### src/hdl/uart_tx_abd_pkg.sv
// constants for the nine-bit transmitter with baud detection
// assumes an 8-bit register port with a 4-bit word address
package uart_tx_abd_pkg;

   // register word offsets
   localparam logic [3:0] OFS_TX_CTRL   = 4'h0;
   localparam logic [3:0] OFS_TX_DATA   = 4'h1;
   localparam logic [3:0] OFS_RX_DATA   = 4'h2;
   localparam logic [3:0] OFS_DIV_LOW   = 4'h3;
   localparam logic [3:0] OFS_DIV_HIGH  = 4'h4;
   localparam logic [3:0] OFS_BAUD_CTRL = 4'h5;
   localparam logic [3:0] OFS_INT_CTRL  = 4'h6;

   // tx_control_status fields
   localparam int B_NINTH  = 0;
   localparam int B_EMPTY  = 1;
   localparam int B_HSPEED = 2;
   localparam int B_CLKMOD = 3;
   localparam int B_TRANSMIT_ENABLE   = 4;
   localparam int B_NINE   = 5;
   localparam int B_INVERT = 6;
   localparam int B_PORTEN = 7;

   // baud_control fields
   localparam int B_ABD    = 0;
   localparam int B_WAKE   = 1;
   localparam int B_WIDE   = 3;

   // interrupt_control fields
   localparam int B_TX_INT_FLAG   = 0;
   localparam int B_RXIF   = 1;
   localparam int B_TX_INT_ENABLE   = 2;
   localparam int B_PERIPHERAL_INT_GATE   = 3;
   localparam int B_GIE    = 4;

   localparam logic [7:0] RST_REG8 = 8'h00;
   localparam logic [15:0] ABD_FIRST = 16'h0001;
   localparam logic [2:0] ABD_LAST_EDGE = 3'h4;

   // prescaler masks: base clock /64 /16 /4, detect clock eight times slower
   localparam logic [8:0] MASK_BASE_SLOW = 9'h03f;
   localparam logic [8:0] MASK_BASE_MID  = 9'h00f;
   localparam logic [8:0] MASK_BASE_FAST = 9'h003;
   localparam logic [8:0] MASK_ABD_SLOW  = 9'h1ff;
   localparam logic [8:0] MASK_ABD_MID   = 9'h07f;
   localparam logic [8:0] MASK_ABD_FAST  = 9'h01f;

   localparam logic [3:0] FRAME_BITS_8 = 4'ha;
   localparam logic [3:0] FRAME_BITS_9 = 4'hb;

   typedef enum logic [2:0] {
      st_idle       = 3'b000,
      st_break_low  = 3'b001,
      st_break_high = 3'b010,
      st_start      = 3'b011,
      st_edge1      = 3'b100,
      st_count      = 3'b101
   } abd_state_t;

endpackage : uart_tx_abd_pkg

### src/hdl/bit_sync.sv
// two-stage synchroniser for one pin input
// assumes the pin is asynchronous to core_clk
`timescale 1ns/1ps
`default_nettype none
module bit_sync (
   input  wire logic core_clk,
   input  wire logic rst,
   input  wire logic pin_in,
   output logic      sync_out
);
   logic meta_r;

   // pin idles high, so reset to high
   always_ff @(posedge core_clk or posedge rst) begin
      if (rst) begin
         meta_r   <= 1'b1;
         sync_out <= 1'b1;
      end else begin
         meta_r   <= pin_in;
         sync_out <= meta_r;
      end
   end
endmodule : bit_sync
`default_nettype wire

### src/hdl/tx_shifter.sv
// frame shifter: start bit, 8 or 9 data bits lsb first, stop bit
// assumes bit_tick pulses once per bit period while busy
`timescale 1ns/1ps
`default_nettype none
module tx_shifter (
   input  wire logic       core_clk,
   input  wire logic       rst,
   input  wire logic       load,
   input  wire logic [8:0] data9,
   input  wire logic       nine,
   input  wire logic       bit_tick,
   output logic            line,
   output logic            busy
);
   logic [10:0] sh_r;
   logic [3:0]  left_r;

   always_ff @(posedge core_clk or posedge rst) begin
      if (rst) begin
         sh_r   <= '1;
         left_r <= 4'h0;
      end else if (load) begin
         sh_r   <= {1'b1, nine ? data9[8] : 1'b1, data9[7:0], 1'b0};
         left_r <= nine ? uart_tx_abd_pkg::FRAME_BITS_9 : uart_tx_abd_pkg::FRAME_BITS_8;
      end else if (bit_tick && busy) begin
         sh_r   <= {1'b1, sh_r[10:1]};
         left_r <= left_r - 4'h1;
      end
   end

   assign busy = (left_r != 4'h0);
   assign line = busy ? sh_r[0] : 1'b1;

   chk_frame_start: assert property (@(posedge core_clk) disable iff (rst)
      load |=> (line == 1'b0) && busy)
      else $error("start bit not low after load");
endmodule : tx_shifter
`default_nettype wire

### src/hdl/uart_tx_abd.sv
// nine-bit serial transmitter with automatic baud detection
// assumes a plain 8-bit register port and an asynchronous rx pin
`timescale 1ns/1ps
`default_nettype none
module uart_tx_abd (
   input  wire logic       core_clk,
   input  wire logic       rst,
   input  wire logic [3:0] reg_addr,
   input  wire logic [7:0] reg_wdata,
   input  wire logic       reg_wr,
   input  wire logic       reg_rd,
   output logic      [7:0] reg_rdata,
   input  wire logic       rx_pin,
   output logic            tx_pin,
   output logic            irq_req
);

   logic [7:0]  ctl_r;
   logic [7:0]  baud_ctl_r;
   logic [7:0]  int_ctl_r;
   logic [7:0]  div_low_r;
   logic [7:0]  div_high_r;
   logic [8:0]  hold_r;
   logic        hold_full_r;
   logic        rx_flag_r;
   logic [8:0]  psc_r;
   logic [15:0] brg_cnt_r;
   logic [2:0]  edge_r;
   logic        rx_d_r;
   logic        rx_s;
   logic        rx_rise;
   logic        rx_fall;
   logic        wr_ctl;
   logic        wr_data;
   logic        wr_low;
   logic        wr_high;
   logic        wr_baud;
   logic        wr_int;
   logic        rd_rx;
   logic        port_on;
   logic        tx_on;
   logic        abd_on;
   logic        tx_flag;
   logic        load;
   logic        busy;
   logic        line;
   logic        base_tick;
   logic        abd_tick;
   logic        bit_tick;
   logic        abd_done;
   logic [8:0]  base_mask;
   logic [8:0]  abd_mask;
   logic [15:0] div_eff;
   uart_tx_abd_pkg::abd_state_t st_r;
   uart_tx_abd_pkg::abd_state_t st_nxt;

   assign wr_ctl  = reg_wr && (reg_addr == uart_tx_abd_pkg::OFS_TX_CTRL);
   assign wr_data = reg_wr && (reg_addr == uart_tx_abd_pkg::OFS_TX_DATA);
   assign wr_low  = reg_wr && (reg_addr == uart_tx_abd_pkg::OFS_DIV_LOW);
   assign wr_high = reg_wr && (reg_addr == uart_tx_abd_pkg::OFS_DIV_HIGH);
   assign wr_baud = reg_wr && (reg_addr == uart_tx_abd_pkg::OFS_BAUD_CTRL);
   assign wr_int  = reg_wr && (reg_addr == uart_tx_abd_pkg::OFS_INT_CTRL);
   assign rd_rx   = reg_rd && (reg_addr == uart_tx_abd_pkg::OFS_RX_DATA);

   // asynchronous operation needs port on, clocked mode off
   assign port_on = ctl_r[uart_tx_abd_pkg::B_PORTEN] && !ctl_r[uart_tx_abd_pkg::B_CLKMOD];
   assign tx_on   = port_on && ctl_r[uart_tx_abd_pkg::B_TRANSMIT_ENABLE];
   assign abd_on  = (st_r != uart_tx_abd_pkg::st_idle);

   // rx pin resynchronised before any use
   bit_sync u_rx_sync (
      .core_clk (core_clk),
      .rst      (rst),
      .pin_in   (rx_pin),
      .sync_out (rx_s)
   );

   always_ff @(posedge core_clk or posedge rst) begin
      if (rst) begin
         rx_d_r <= 1'b1;
      end else begin
         rx_d_r <= rx_s;
      end
   end

   assign rx_rise = rx_s && !rx_d_r;
   assign rx_fall = !rx_s && rx_d_r;

   // control and interrupt enable registers
   always_ff @(posedge core_clk or posedge rst) begin
      if (rst) begin
         ctl_r     <= uart_tx_abd_pkg::RST_REG8;
         int_ctl_r <= uart_tx_abd_pkg::RST_REG8;
      end else begin
         if (wr_ctl) begin
            ctl_r <= reg_wdata;
         end
         if (wr_int) begin
            int_ctl_r <= reg_wdata;
         end
      end
   end

   // baud_control: hardware clears the detect enable on completion
   always_ff @(posedge core_clk or posedge rst) begin
      if (rst) begin
         baud_ctl_r <= uart_tx_abd_pkg::RST_REG8;
      end else if (wr_baud) begin
         baud_ctl_r <= reg_wdata;
      end else if (abd_done) begin
         baud_ctl_r[uart_tx_abd_pkg::B_ABD] <= 1'b0;
      end
   end

   // prescaler; detect masks are three bits longer
   always_ff @(posedge core_clk or posedge rst) begin
      if (rst) begin
         psc_r <= 9'h000;
      end else begin
         psc_r <= psc_r + 9'h001;
      end
   end

   // detect clock one eighth of base clock
   always_comb begin
      unique case ({baud_ctl_r[uart_tx_abd_pkg::B_WIDE], ctl_r[uart_tx_abd_pkg::B_HSPEED]})
         2'b00: begin
            base_mask = uart_tx_abd_pkg::MASK_BASE_SLOW;
            abd_mask  = uart_tx_abd_pkg::MASK_ABD_SLOW;
         end
         2'b11: begin
            base_mask = uart_tx_abd_pkg::MASK_BASE_FAST;
            abd_mask  = uart_tx_abd_pkg::MASK_ABD_FAST;
         end
         default: begin
            base_mask = uart_tx_abd_pkg::MASK_BASE_MID;
            abd_mask  = uart_tx_abd_pkg::MASK_ABD_MID;
         end
      endcase
   end

   assign base_tick = ((psc_r & base_mask) == base_mask);
   assign abd_tick  = ((psc_r & abd_mask) == abd_mask);

   assign div_eff = baud_ctl_r[uart_tx_abd_pkg::B_WIDE] ? {div_high_r, div_low_r}
                                                      : {8'h00, div_low_r};

   // bit timer reloads while idle so the start bit gets a full period
   always_ff @(posedge core_clk or posedge rst) begin
      if (rst) begin
         brg_cnt_r <= 16'h0000;
      end else if (!busy || load) begin
         brg_cnt_r <= div_eff;
      end else if (base_tick) begin
         brg_cnt_r <= (brg_cnt_r == 16'h0000) ? div_eff : brg_cnt_r - 16'h0001;
      end
   end

   assign bit_tick = busy && base_tick && (brg_cnt_r == 16'h0000);

   // detection sequencer
   always_comb begin
      st_nxt = st_r;
      unique case (st_r)
         uart_tx_abd_pkg::st_idle: begin
            if (baud_ctl_r[uart_tx_abd_pkg::B_ABD] && port_on) begin
               st_nxt = baud_ctl_r[uart_tx_abd_pkg::B_WAKE] ? uart_tx_abd_pkg::st_break_low
                                                            : uart_tx_abd_pkg::st_start;
            end
         end
         uart_tx_abd_pkg::st_break_low: begin
            if (!rx_s) st_nxt = uart_tx_abd_pkg::st_break_high;
         end
         uart_tx_abd_pkg::st_break_high: begin
            if (rx_rise) st_nxt = uart_tx_abd_pkg::st_start;
         end
         uart_tx_abd_pkg::st_start: begin
            if (rx_fall) st_nxt = uart_tx_abd_pkg::st_edge1;
         end
         uart_tx_abd_pkg::st_edge1: begin
            if (rx_rise) st_nxt = uart_tx_abd_pkg::st_count;
         end
         uart_tx_abd_pkg::st_count: begin
            if (abd_done) st_nxt = uart_tx_abd_pkg::st_idle;
         end
         default: st_nxt = uart_tx_abd_pkg::st_idle;
      endcase
      // software abort drops the sequence
      if (!baud_ctl_r[uart_tx_abd_pkg::B_ABD]) begin
         st_nxt = uart_tx_abd_pkg::st_idle;
      end
   end

   always_ff @(posedge core_clk or posedge rst) begin
      if (rst) begin
         st_r <= uart_tx_abd_pkg::st_idle;
      end else begin
         st_r <= st_nxt;
      end
   end

   // fifth rising edge ends the measurement
   assign abd_done = (st_r == uart_tx_abd_pkg::st_count) && rx_rise
                     && (edge_r == uart_tx_abd_pkg::ABD_LAST_EDGE)
                     && baud_ctl_r[uart_tx_abd_pkg::B_ABD];

   always_ff @(posedge core_clk or posedge rst) begin
      if (rst) begin
         edge_r <= 3'h0;
      end else if (st_r == uart_tx_abd_pkg::st_edge1) begin
         edge_r <= 3'h1;
      end else if ((st_r == uart_tx_abd_pkg::st_count) && rx_rise) begin
         edge_r <= edge_r + 3'h1;
      end
   end

   // divisor pair: software writes, counter while detecting
   always_ff @(posedge core_clk or posedge rst) begin
      if (rst) begin
         div_low_r  <= uart_tx_abd_pkg::RST_REG8;
         div_high_r <= uart_tx_abd_pkg::RST_REG8;
      end else if ((st_r == uart_tx_abd_pkg::st_edge1) && rx_rise) begin
         {div_high_r, div_low_r} <= uart_tx_abd_pkg::ABD_FIRST;
      end else if ((st_r == uart_tx_abd_pkg::st_count) && abd_tick && !abd_done) begin
         // full 16-bit count whatever the width select
         {div_high_r, div_low_r} <= {div_high_r, div_low_r} + 16'h0001;
      end else begin
         if (wr_low) div_low_r <= reg_wdata;
         if (wr_high) div_high_r <= reg_wdata;
      end
   end

   // receive flag: set beats the clearing read
   always_ff @(posedge core_clk or posedge rst) begin
      if (rst) begin
         rx_flag_r <= 1'b0;
      end else if (abd_done) begin
         rx_flag_r <= 1'b1;
      end else if (rd_rx) begin
         rx_flag_r <= 1'b0;
      end
   end

   // holding register; writes while disabled are dropped
   always_ff @(posedge core_clk or posedge rst) begin
      if (rst) begin
         hold_r      <= 9'h000;
         hold_full_r <= 1'b0;
      end else if (wr_data && tx_on) begin
         // ninth bit must already be in place
         hold_r      <= {ctl_r[uart_tx_abd_pkg::B_NINTH], reg_wdata};
         hold_full_r <= 1'b1;
      end else if (load || !tx_on) begin
         hold_full_r <= 1'b0;
      end
   end

   // move to shifter as soon as it is free and no baud detection is running
   assign load = hold_full_r && !busy && tx_on && !abd_on;

   // flag follows an empty holding register
   assign tx_flag = tx_on && !hold_full_r;

   // ninth bit carries the address mark
   tx_shifter u_shift (
      .core_clk (core_clk),
      .rst      (rst),
      .load     (load),
      .data9    (hold_r),
      .nine     (ctl_r[uart_tx_abd_pkg::B_NINE]),
      .bit_tick (bit_tick),
      .line     (line),
      .busy     (busy)
   );

   // outputs from flops; pin idles at the inverted level
   always_ff @(posedge core_clk or posedge rst) begin
      if (rst) begin
         tx_pin  <= 1'b1;
         irq_req <= 1'b0;
      end else begin
         tx_pin  <= line ^ ctl_r[uart_tx_abd_pkg::B_INVERT];
         irq_req <= tx_flag && int_ctl_r[uart_tx_abd_pkg::B_TX_INT_ENABLE]
                    && int_ctl_r[uart_tx_abd_pkg::B_PERIPHERAL_INT_GATE] && int_ctl_r[uart_tx_abd_pkg::B_GIE];
      end
   end

   // read port, data one cycle after the strobe, zero otherwise
   always_ff @(posedge core_clk or posedge rst) begin
      if (rst) begin
         reg_rdata <= 8'h00;
      end else if (reg_rd) begin
         unique case (reg_addr)
            uart_tx_abd_pkg::OFS_TX_CTRL: begin
               reg_rdata <= {ctl_r[7:2], !busy, ctl_r[0]};
            end
            uart_tx_abd_pkg::OFS_DIV_LOW:   reg_rdata <= div_low_r;
            uart_tx_abd_pkg::OFS_DIV_HIGH:  reg_rdata <= div_high_r;
            uart_tx_abd_pkg::OFS_BAUD_CTRL: reg_rdata <= baud_ctl_r;
            uart_tx_abd_pkg::OFS_INT_CTRL: begin
               reg_rdata <= {int_ctl_r[7:2], rx_flag_r, tx_flag};
            end
            default: reg_rdata <= 8'h00;
         endcase
      end else begin
         reg_rdata <= 8'h00;
      end
   end

   chk_enable_sets_flag: assert property (@(posedge core_clk) disable iff (rst)
      (wr_ctl && reg_wdata[uart_tx_abd_pkg::B_TRANSMIT_ENABLE] && reg_wdata[uart_tx_abd_pkg::B_PORTEN]
       && !reg_wdata[uart_tx_abd_pkg::B_CLKMOD] && !hold_full_r && !wr_data) |=> tx_flag)
      else $error("transmit flag not set by enable");

   chk_irq_gate: assert property (@(posedge core_clk) disable iff (rst)
      (tx_flag && (int_ctl_r[4:2] == 3'b111)) |=> irq_req)
      else $error("interrupt request missing");

   chk_write_starts: assert property (@(posedge core_clk) disable iff (rst)
      (wr_data && tx_on && !abd_on && !busy) |=> ##1 busy)
      else $error("write did not start a frame");

   chk_abd_holds_tx: assert property (@(posedge core_clk) disable iff (rst)
      (abd_on && !busy) |=> !busy)
      else $error("transmitter loaded during detection");

   chk_abd_seed: assert property (@(posedge core_clk) disable iff (rst)
      ((st_r == uart_tx_abd_pkg::st_edge1) && rx_rise && baud_ctl_r[0])
      |=> ({div_high_r, div_low_r} == 16'h0001) && (st_r == uart_tx_abd_pkg::st_count))
      else $error("detect count not seeded with one");

   // counter steps as one 16-bit value
   chk_abd_step: assert property (@(posedge core_clk) disable iff (rst)
      ((st_r == uart_tx_abd_pkg::st_count) && abd_tick && !abd_done)
      |=> ({div_high_r, div_low_r} == $past({div_high_r, div_low_r}) + 16'h0001))
      else $error("detect counter did not advance");

   chk_abd_finish: assert property (@(posedge core_clk) disable iff (rst)
      abd_done |=> !baud_ctl_r[uart_tx_abd_pkg::B_ABD] && rx_flag_r && !abd_on)
      else $error("detect completion incomplete");

   chk_rx_clear: assert property (@(posedge core_clk) disable iff (rst)
      (rd_rx && !abd_done) |=> !rx_flag_r)
      else $error("receive flag not cleared by read");

   chk_shift_empty: assert property (@(posedge core_clk) disable iff (rst)
      load |=> busy ##1 (reg_rdata[uart_tx_abd_pkg::B_EMPTY] == 1'b0
                         || !$past(reg_rd && (reg_addr == uart_tx_abd_pkg::OFS_TX_CTRL))))
      else $error("shift-empty status wrong after load");

   chk_idle_invert: assert property (@(posedge core_clk) disable iff (rst)
      (!busy && ctl_r[uart_tx_abd_pkg::B_INVERT]) [*2] |-> (tx_pin == 1'b0))
      else $error("inverted idle level wrong");

endmodule : uart_tx_abd
`default_nettype wire

### config.mk
export PLATFORM = sky130hd
export DESIGN_NAME = uart_tx_abd
export DESIGN_NICKNAME = d
export VERILOG_FILES = /design/src/hdl/uart_tx_abd_pkg.sv /design/src/hdl/bit_sync.sv /design/src/hdl/tx_shifter.sv /design/src/hdl/uart_tx_abd.sv
export SDC_FILE = /design/constraint.sdc
export NUM_CORES = 1
export LEC_CHECK = 0
export BUFFER_PORTS_ARGS = -buffer_cell sky130_fd_sc_hd__buf_2
export CAP_MARGIN = 20
export CORE_MARGIN = 10
export CORE_UTILIZATION = 60
export CTS_CLUSTER_SIZE = 28
export DETAILED_ROUTE_END_ITERATION = 8
export PLACE_DENSITY = 0.89
export SLEW_MARGIN = 20
export SYNTH_ARGS = -nofsm -noshare
export SYNTH_HDL_FRONTEND = slang
export SYNTH_SLANG_ARGS = --single-unit
### constraint.sdc
create_clock -name core_clk -period 8.3 [get_ports core_clk]
set_input_delay 0.83 -clock core_clk [delete_from_list [all_inputs] [get_ports core_clk]]
set_output_delay 0.83 -clock core_clk [all_outputs]
set_load 0.01 [all_outputs]
### Word level (Yosys, flattened, before mapping)

Cells that the tools add are included.
W data, S select, Z words.

| storage, ports and cells | value |
|---|---|
| input port bits | 17 |
| flip-flop bits (word level) | 110 |
| word-level logic and storage cells | 142 |
| output and inout port bits | 10 |

| operators by class | value |
|---|---|
| bitwise gates (word level) | 3 |
| add/subtract/negate cells | 5 |
| mux-type cells | 38 |
| reductions and logical operators | 54 |
| equality and inequality tests | 21 |

Operators with widths:

| kind | count |
|---|---|
| $mux W16 | 4 |
| $mux W8 | 7 |
| $pmux W8 S5 | 1 |
| $logic_and A1 B1 Y1 | 29 |
| $mux W3 | 9 |
| $mux W11 | 2 |
| $and A9 B9 Y9 | 2 |
| $eq A9 B9 Y1 | 2 |
| $ne A3 B3 Y1 const B | 6 |
| $pmux W3 S6 | 1 |
| $pmux W9 S2 | 1 |
| $add A16 B1 Y16 const B | 1 |
| $logic_not A16 Y1 | 1 |
| $sub A16 B1 Y16 const B | 1 |
| $eq A4 B3 Y1 const B | 3 |
| $pmux W6 S2 | 1 |
| $reduce_bool A2 Y1 | 6 |
| $add A9 B1 Y9 const B | 1 |
| $eq A3 B3 Y1 const B | 3 |
| $mux W1 | 9 |
| $reduce_bool A3 Y1 | 3 |
| $eq A4 B2 Y1 const B | 2 |
| $logic_not A1 Y1 | 8 |
| $mux W4 | 2 |
| 14 further kinds | 16 |

### Longest topological paths before layout

| logic depth | value |
|---|---|
| depth in word-level cells | 9 |
| mapped depth | 9 |
| depth with buffers taken out | 7 |

### Cells and area by module

A second synthesis with hierarchy kept.

| second synthesis, totals | value |
|---|---|
| cell total of the unflattened synthesis | 582 |
| area, all modules | 5736.8 sq um |

Modules (own cells, without submodules):

| module | cells an instance | seq. area each (sq um) | area an instance (sq um) | times used |
|---|---|---|---|---|
| uart_tx_abd | 497 | 2254.7 | 4916.0 | 1 |
| tx_shifter | 82 | 362.8 | 764.5 | 1 |
| bit_sync | 3 | 52.6 | 56.3 | 1 |

### Worst setup path before layout

OpenSTA, ideal clock, no wires.

| timing | value |
|---|---|
| kind | input to register |
| start point | input port reg_addr[1] |
| end point | register div_high_r[6] |
| setup time | 0.111 ns |
| data arrival time | 2.270 ns |
| required time | 8.189 ns |
| slack | 5.918 ns |
| buffers on the path | 1 |
| stages on the path | 6 |
| cells stage by stage | clkbuf_1 nor4b_4 nand2_1 a21oi_2 nor3_1 a2111oi_2 |

| between the ends | value |
|---|---|
| cells in the longest elaborated chain, start to end | 3 |

RTL lines:

| element | RTL line | RTL |
|---|---|---|
| from (decl) | uart_tx_abd.sv:8 | `input wire logic [3:0] reg_addr,` |
| $eq A4 B3 Y1 | uart_tx_abd.sv:60 | `assign wr_high = reg_wr && (reg_addr == uart_tx_abd_pkg::OFS_DIV_HIGH);` |
| $logic_and A1 B1 Y1 | uart_tx_abd.sv:60 |  |
| $reduce_bool A3 Y1 (no line) | -- |  |
| to (signal assigned) | uart_tx_abd.sv:221 | `div_high_r <= uart_tx_abd_pkg::RST_REG8;` |
| to (signal assigned) | uart_tx_abd.sv:223 | `{div_high_r, div_low_r} <= uart_tx_abd_pkg::ABD_FIRST;` |
| to (signal assigned) | uart_tx_abd.sv:226 | `{div_high_r, div_low_r} <= {div_high_r, div_low_r} + 16'h0001;` |
| to (decl) | uart_tx_abd.sv:22 | `logic [7:0] div_high_r;` |

No other way between the ends.
A chain may end at the register's enable or synchronous reset.

### Final worst setup path

| timing | value |
|---|---|
| start point | register u_shift.left_r[0] |
| end point | register brg_cnt_r[8] |

| between the ends | value |
|---|---|
| cells in the longest elaborated chain, start to end | 7 |
| elaborated cells between the ends (all ways) | 8 |
| those cells by class | mux (1); reduce/logical (7) |

RTL lines:

| element | RTL line | RTL |
|---|---|---|
| from (decl) | tx_shifter.sv:16 | `logic [3:0] left_r;` |
| from (signal assigned) | tx_shifter.sv:24 | `left_r <= nine ? uart_tx_abd_pkg::FRAME_BITS_9 : uart_tx_abd_pkg::FRAME_BITS_8;` |
| from (signal assigned) | tx_shifter.sv:27 | `left_r <= left_r - 4'h1;` |
| $reduce_bool A4 Y1 * | tx_shifter.sv:31 | `assign busy = (left_r != 4'h0);` |
| $logic_not A1 Y1 * | uart_tx_abd.sv:152, uart_tx_abd.sv:259 |  |
| $logic_and A1 B1 Y1 (3 in series) | uart_tx_abd.sv:259 | `assign load = hold_full_r && !busy && tx_on && !abd_on;` |
| $logic_or A1 B1 Y1 * | uart_tx_abd.sv:152 | `end else if (!busy \|\| load) begin` |
| $mux W16 / $reduce_bool A2 Y1 (equally long branches) | -- |  |
| to (signal assigned) | uart_tx_abd.sv:153 | `brg_cnt_r <= div_eff;` |
| to (signal assigned) | uart_tx_abd.sv:155 | `brg_cnt_r <= (brg_cnt_r == 16'h0000) ? div_eff : brg_cnt_r - 16'h0001;` |
| to (decl) | uart_tx_abd.sv:27 | `logic [15:0] brg_cnt_r;` |

Every way passes the cells marked *; elsewhere a longest branch is shown, timed or not.

==> reports/metrics.yaml <==
setup_path:
  critPathMaxFanout: 28
  critPathCaptureType: "register"
  crit_type: "reg2reg"
  critical_path.top_delay_family: "compound AO/OA/AOI/OAI gates"
  cp_num_buf_inv: 1
  cp.required_ns: 8.57
  cp_slowest_cell: "a41o_1"
  critPathMaxStageDelay_ns: 0.75
  crit_path_start_kind: "register"
  cp_cell_sequence: "inv_1 -> ha_1 -> nor3b_2 -> a41o_1 -> nor2_1 -> a221oi_1 -> nand2_1"
  cp.arrival_ns: 3.06
cts:
  cts_made_buffers: 9
  insertion_delay_ns: 0.38
  cts_resized: 0
  hold_buffers: 0
  cts.reportedPaths.clkPinSlew_ns: 0.11
  cts_tree: "built"
  cts.sinks: 106
  post_cts_buffers: 0
  cts-root-buf: "clkbuf_8"
  cts_max_level: 3
  clock_path_buffers: 2
timing:
  slew_headroom_pct: 35.8
  period_share_pct: 33.6
  clock_skew_ns: 0.0114
  setup_tns_ns: 0
  max_freq_mhz: 359
  setup_viol: 0
  period_needed_ns: 2.79
  timing_hold_violations_final: 0
  rsz0062_at_grt: "no"
  holdWs_ns: 0.363
  drv_slew: 0
  worst_pin_slew_ns: 0.958
layout:
  instances_no_fill: 691
  nNetsFinal: 600
  antenna_cells: 0
  area_growth_pct: 6.39
  fin_util_pct: 65.0
  drive_above_1_share_pct: 18.4
route:
  viasPerCell: 6.81
  drt_iter0_drc: 550
  wire_per_inst_microns: 19.8
  vias: 4709
  dr.pass1.iters: 6
  ant_nets: 0
  wl_microns: 13700
  drc: 0
outcome:
  outcome: "finished, final reports clean"
global_routing:
  grt_usage_pct: 20.7
  grt_overflow_total: 0
  grt_pass1_vias: 4509
  grt_pass1_wl_microns: 22700
  grt_max_degree: 60
  antenna_found_initial: 0
synth:
  syn-num-nets: 593
  synth.distinct_cells: 74
  synth_edf_count: 0
  yosysTopAreaCell: "dfrtp_1"
  synth_area_sq_um: 5620
  avgSynthCellArea_sq_um: 9.90
  synthArstFlopShare_pct: 100
  ys_ff_latch: 106
  synth_ff_type: "dfrtp_1"
  yosysMostFrequentCell: "dfrtp_1"
  synthTopCellsByCount: "92 x dfrtp_1, 50 x nand2_1, 40 x o21ai_0, 29 x a21oi_1"
  yosysSeqAreaShare_pct: 47.5
  synth_top_area_share_pct: 40.9
  yosysWarningCount: 0
  synthesis.instances: 568
  synthTopCellsByArea: "dfrtp_1 41%, dfstp_2 6.5%, mux2_2 5.2%, o21ai_0 3.6%, nand2_1 3.3%"
power:
  p_leak_nw: 2.50
  vdd_drop_max_v: 0.000131
  p_per_area_nw_per_um2: 205
min_path:
  hold_class: "reg2reg"
die:
  start_util_pct: 61.1
  coreArea_sq_um: 9200
  die_area_sq_um: 13600
  pin_count: 27
  die_w_microns: 117
  rows: 35
  die_y_microns: 117
place:
  io_buffers: 26
  gp_congestion: 0.921
  dp_hpwl_microns: 9730
  dp.cells: 675
run:
  drv_cap: 0
[placed cells by master (no fill, tap or decap), drive strengths merged, types with 4 or more instances in the layout]
master   n
nand3b   6
nand3   26
nor2b    4
dfrtp   92
a22oi   20
o211ai   4
buf     30
inv     23
o21ai   42
mux2    26
ha       8
nor2    21
dfstp   14
a22o     7
a21oi   30
clkbuf  10
nand2   51
a21o    10
xnor2    9
and3     7
nor4    12
nand4    7
nor3b    5
nor3    24
or3      6
a31oi   24
[flip-flops by register name (all words and copies together), names as in the netlist, 3 cells and up]
name and cells:
reg_rdata 8, brg_cnt_r 16, psc_r 9, hold_r 9, u_shift.sh_r 10, div_high_r 8
ctl_r 7, div_low_r 8, baud_ctl_r 8, u_shift.left_r 4, st_r 3, int_ctl_r 6
edge_r 3
[where the power goes]
group | switching [mW] | internal (mW)
logic | 0.116 | 0.0942
clock network | 0.197 | 0.127
registers | 0.105 | 0.587
total | 0.417 | 0.809
[through the flow]
stage          power [mW]  setup slack, ns  area, sq um
2_1_floorplan       0.830             4.70         5620
3_3_place_gp        0.891             5.46         5770
3_5_place_dp        0.905             5.37         5770
4_1_cts              1.22             5.54         5980
5_1_grt              1.29             5.27         5980
6_report             1.23             5.51         5980
[final timing paths]
kind / from / endpoint / slack (ns) / depth (start not counted)
setup / recovery: u_shift.left_r[0] / brg_cnt_r[8] / 5.51 / 7
hold / removal: u_rx_sync.meta_r / u_rx_sync.sync_out / 0.36 / 0
setup reg to reg: u_shift.left_r[0] / brg_cnt_r[8] / 5.51 / 7
hold reg to reg: u_rx_sync.meta_r / u_rx_sync.sync_out / 0.36 / 0
max in group asynchronous: rst / int_ctl_r[3] / 6.65 / 3
min in group asynchronous: rst / edge_r[0] / 0.51 / 2
[cell families (layout without fill, tap and decap cells)]
kind of cell             after synthesis  count (layout)  synth area share, %
AND/OR/NAND/NOR                      192             192                 19.0
AO/OA/AOI/OAI                        170             170                 20.4
flip-flops                           106             106                 47.5
buffers and inverters                 53              65                 4.05
multiplexers                          28              28                 5.56
XOR/XNOR                              11              11                 1.71
adder cells (fa/ha/maj)                8               8                 1.78
[final cells by class]
type,count,area (sq um)
multi-input cells,409,2740
inverters,19,73.8
flip-flops and latches,106,2670
fillers,721,3210
repair buffers,30,160
well taps,111,139
clock buffers,10,138
clock inverters,6,65.1
[layer usage]
metal,up-vias,wire length [microns],track usage [%]
met4,0,235,5.68
met5,-,0,0
met2,227,6730,34.0
met3,38,1030,4.08
li1,2142,-,-
met1,2302,5720,27.4
[worst reg2reg max path: stages (launching register included)]
cell	delay, ns
dfrtp_1	0.43
inv_1	0.10
ha_1	0.16
nor3b_2	0.69
a41o_1	0.76
nor2_1	0.20
a221oi_1	0.29
nand2_1	0.07
Power figures use the tool's default switching activity.
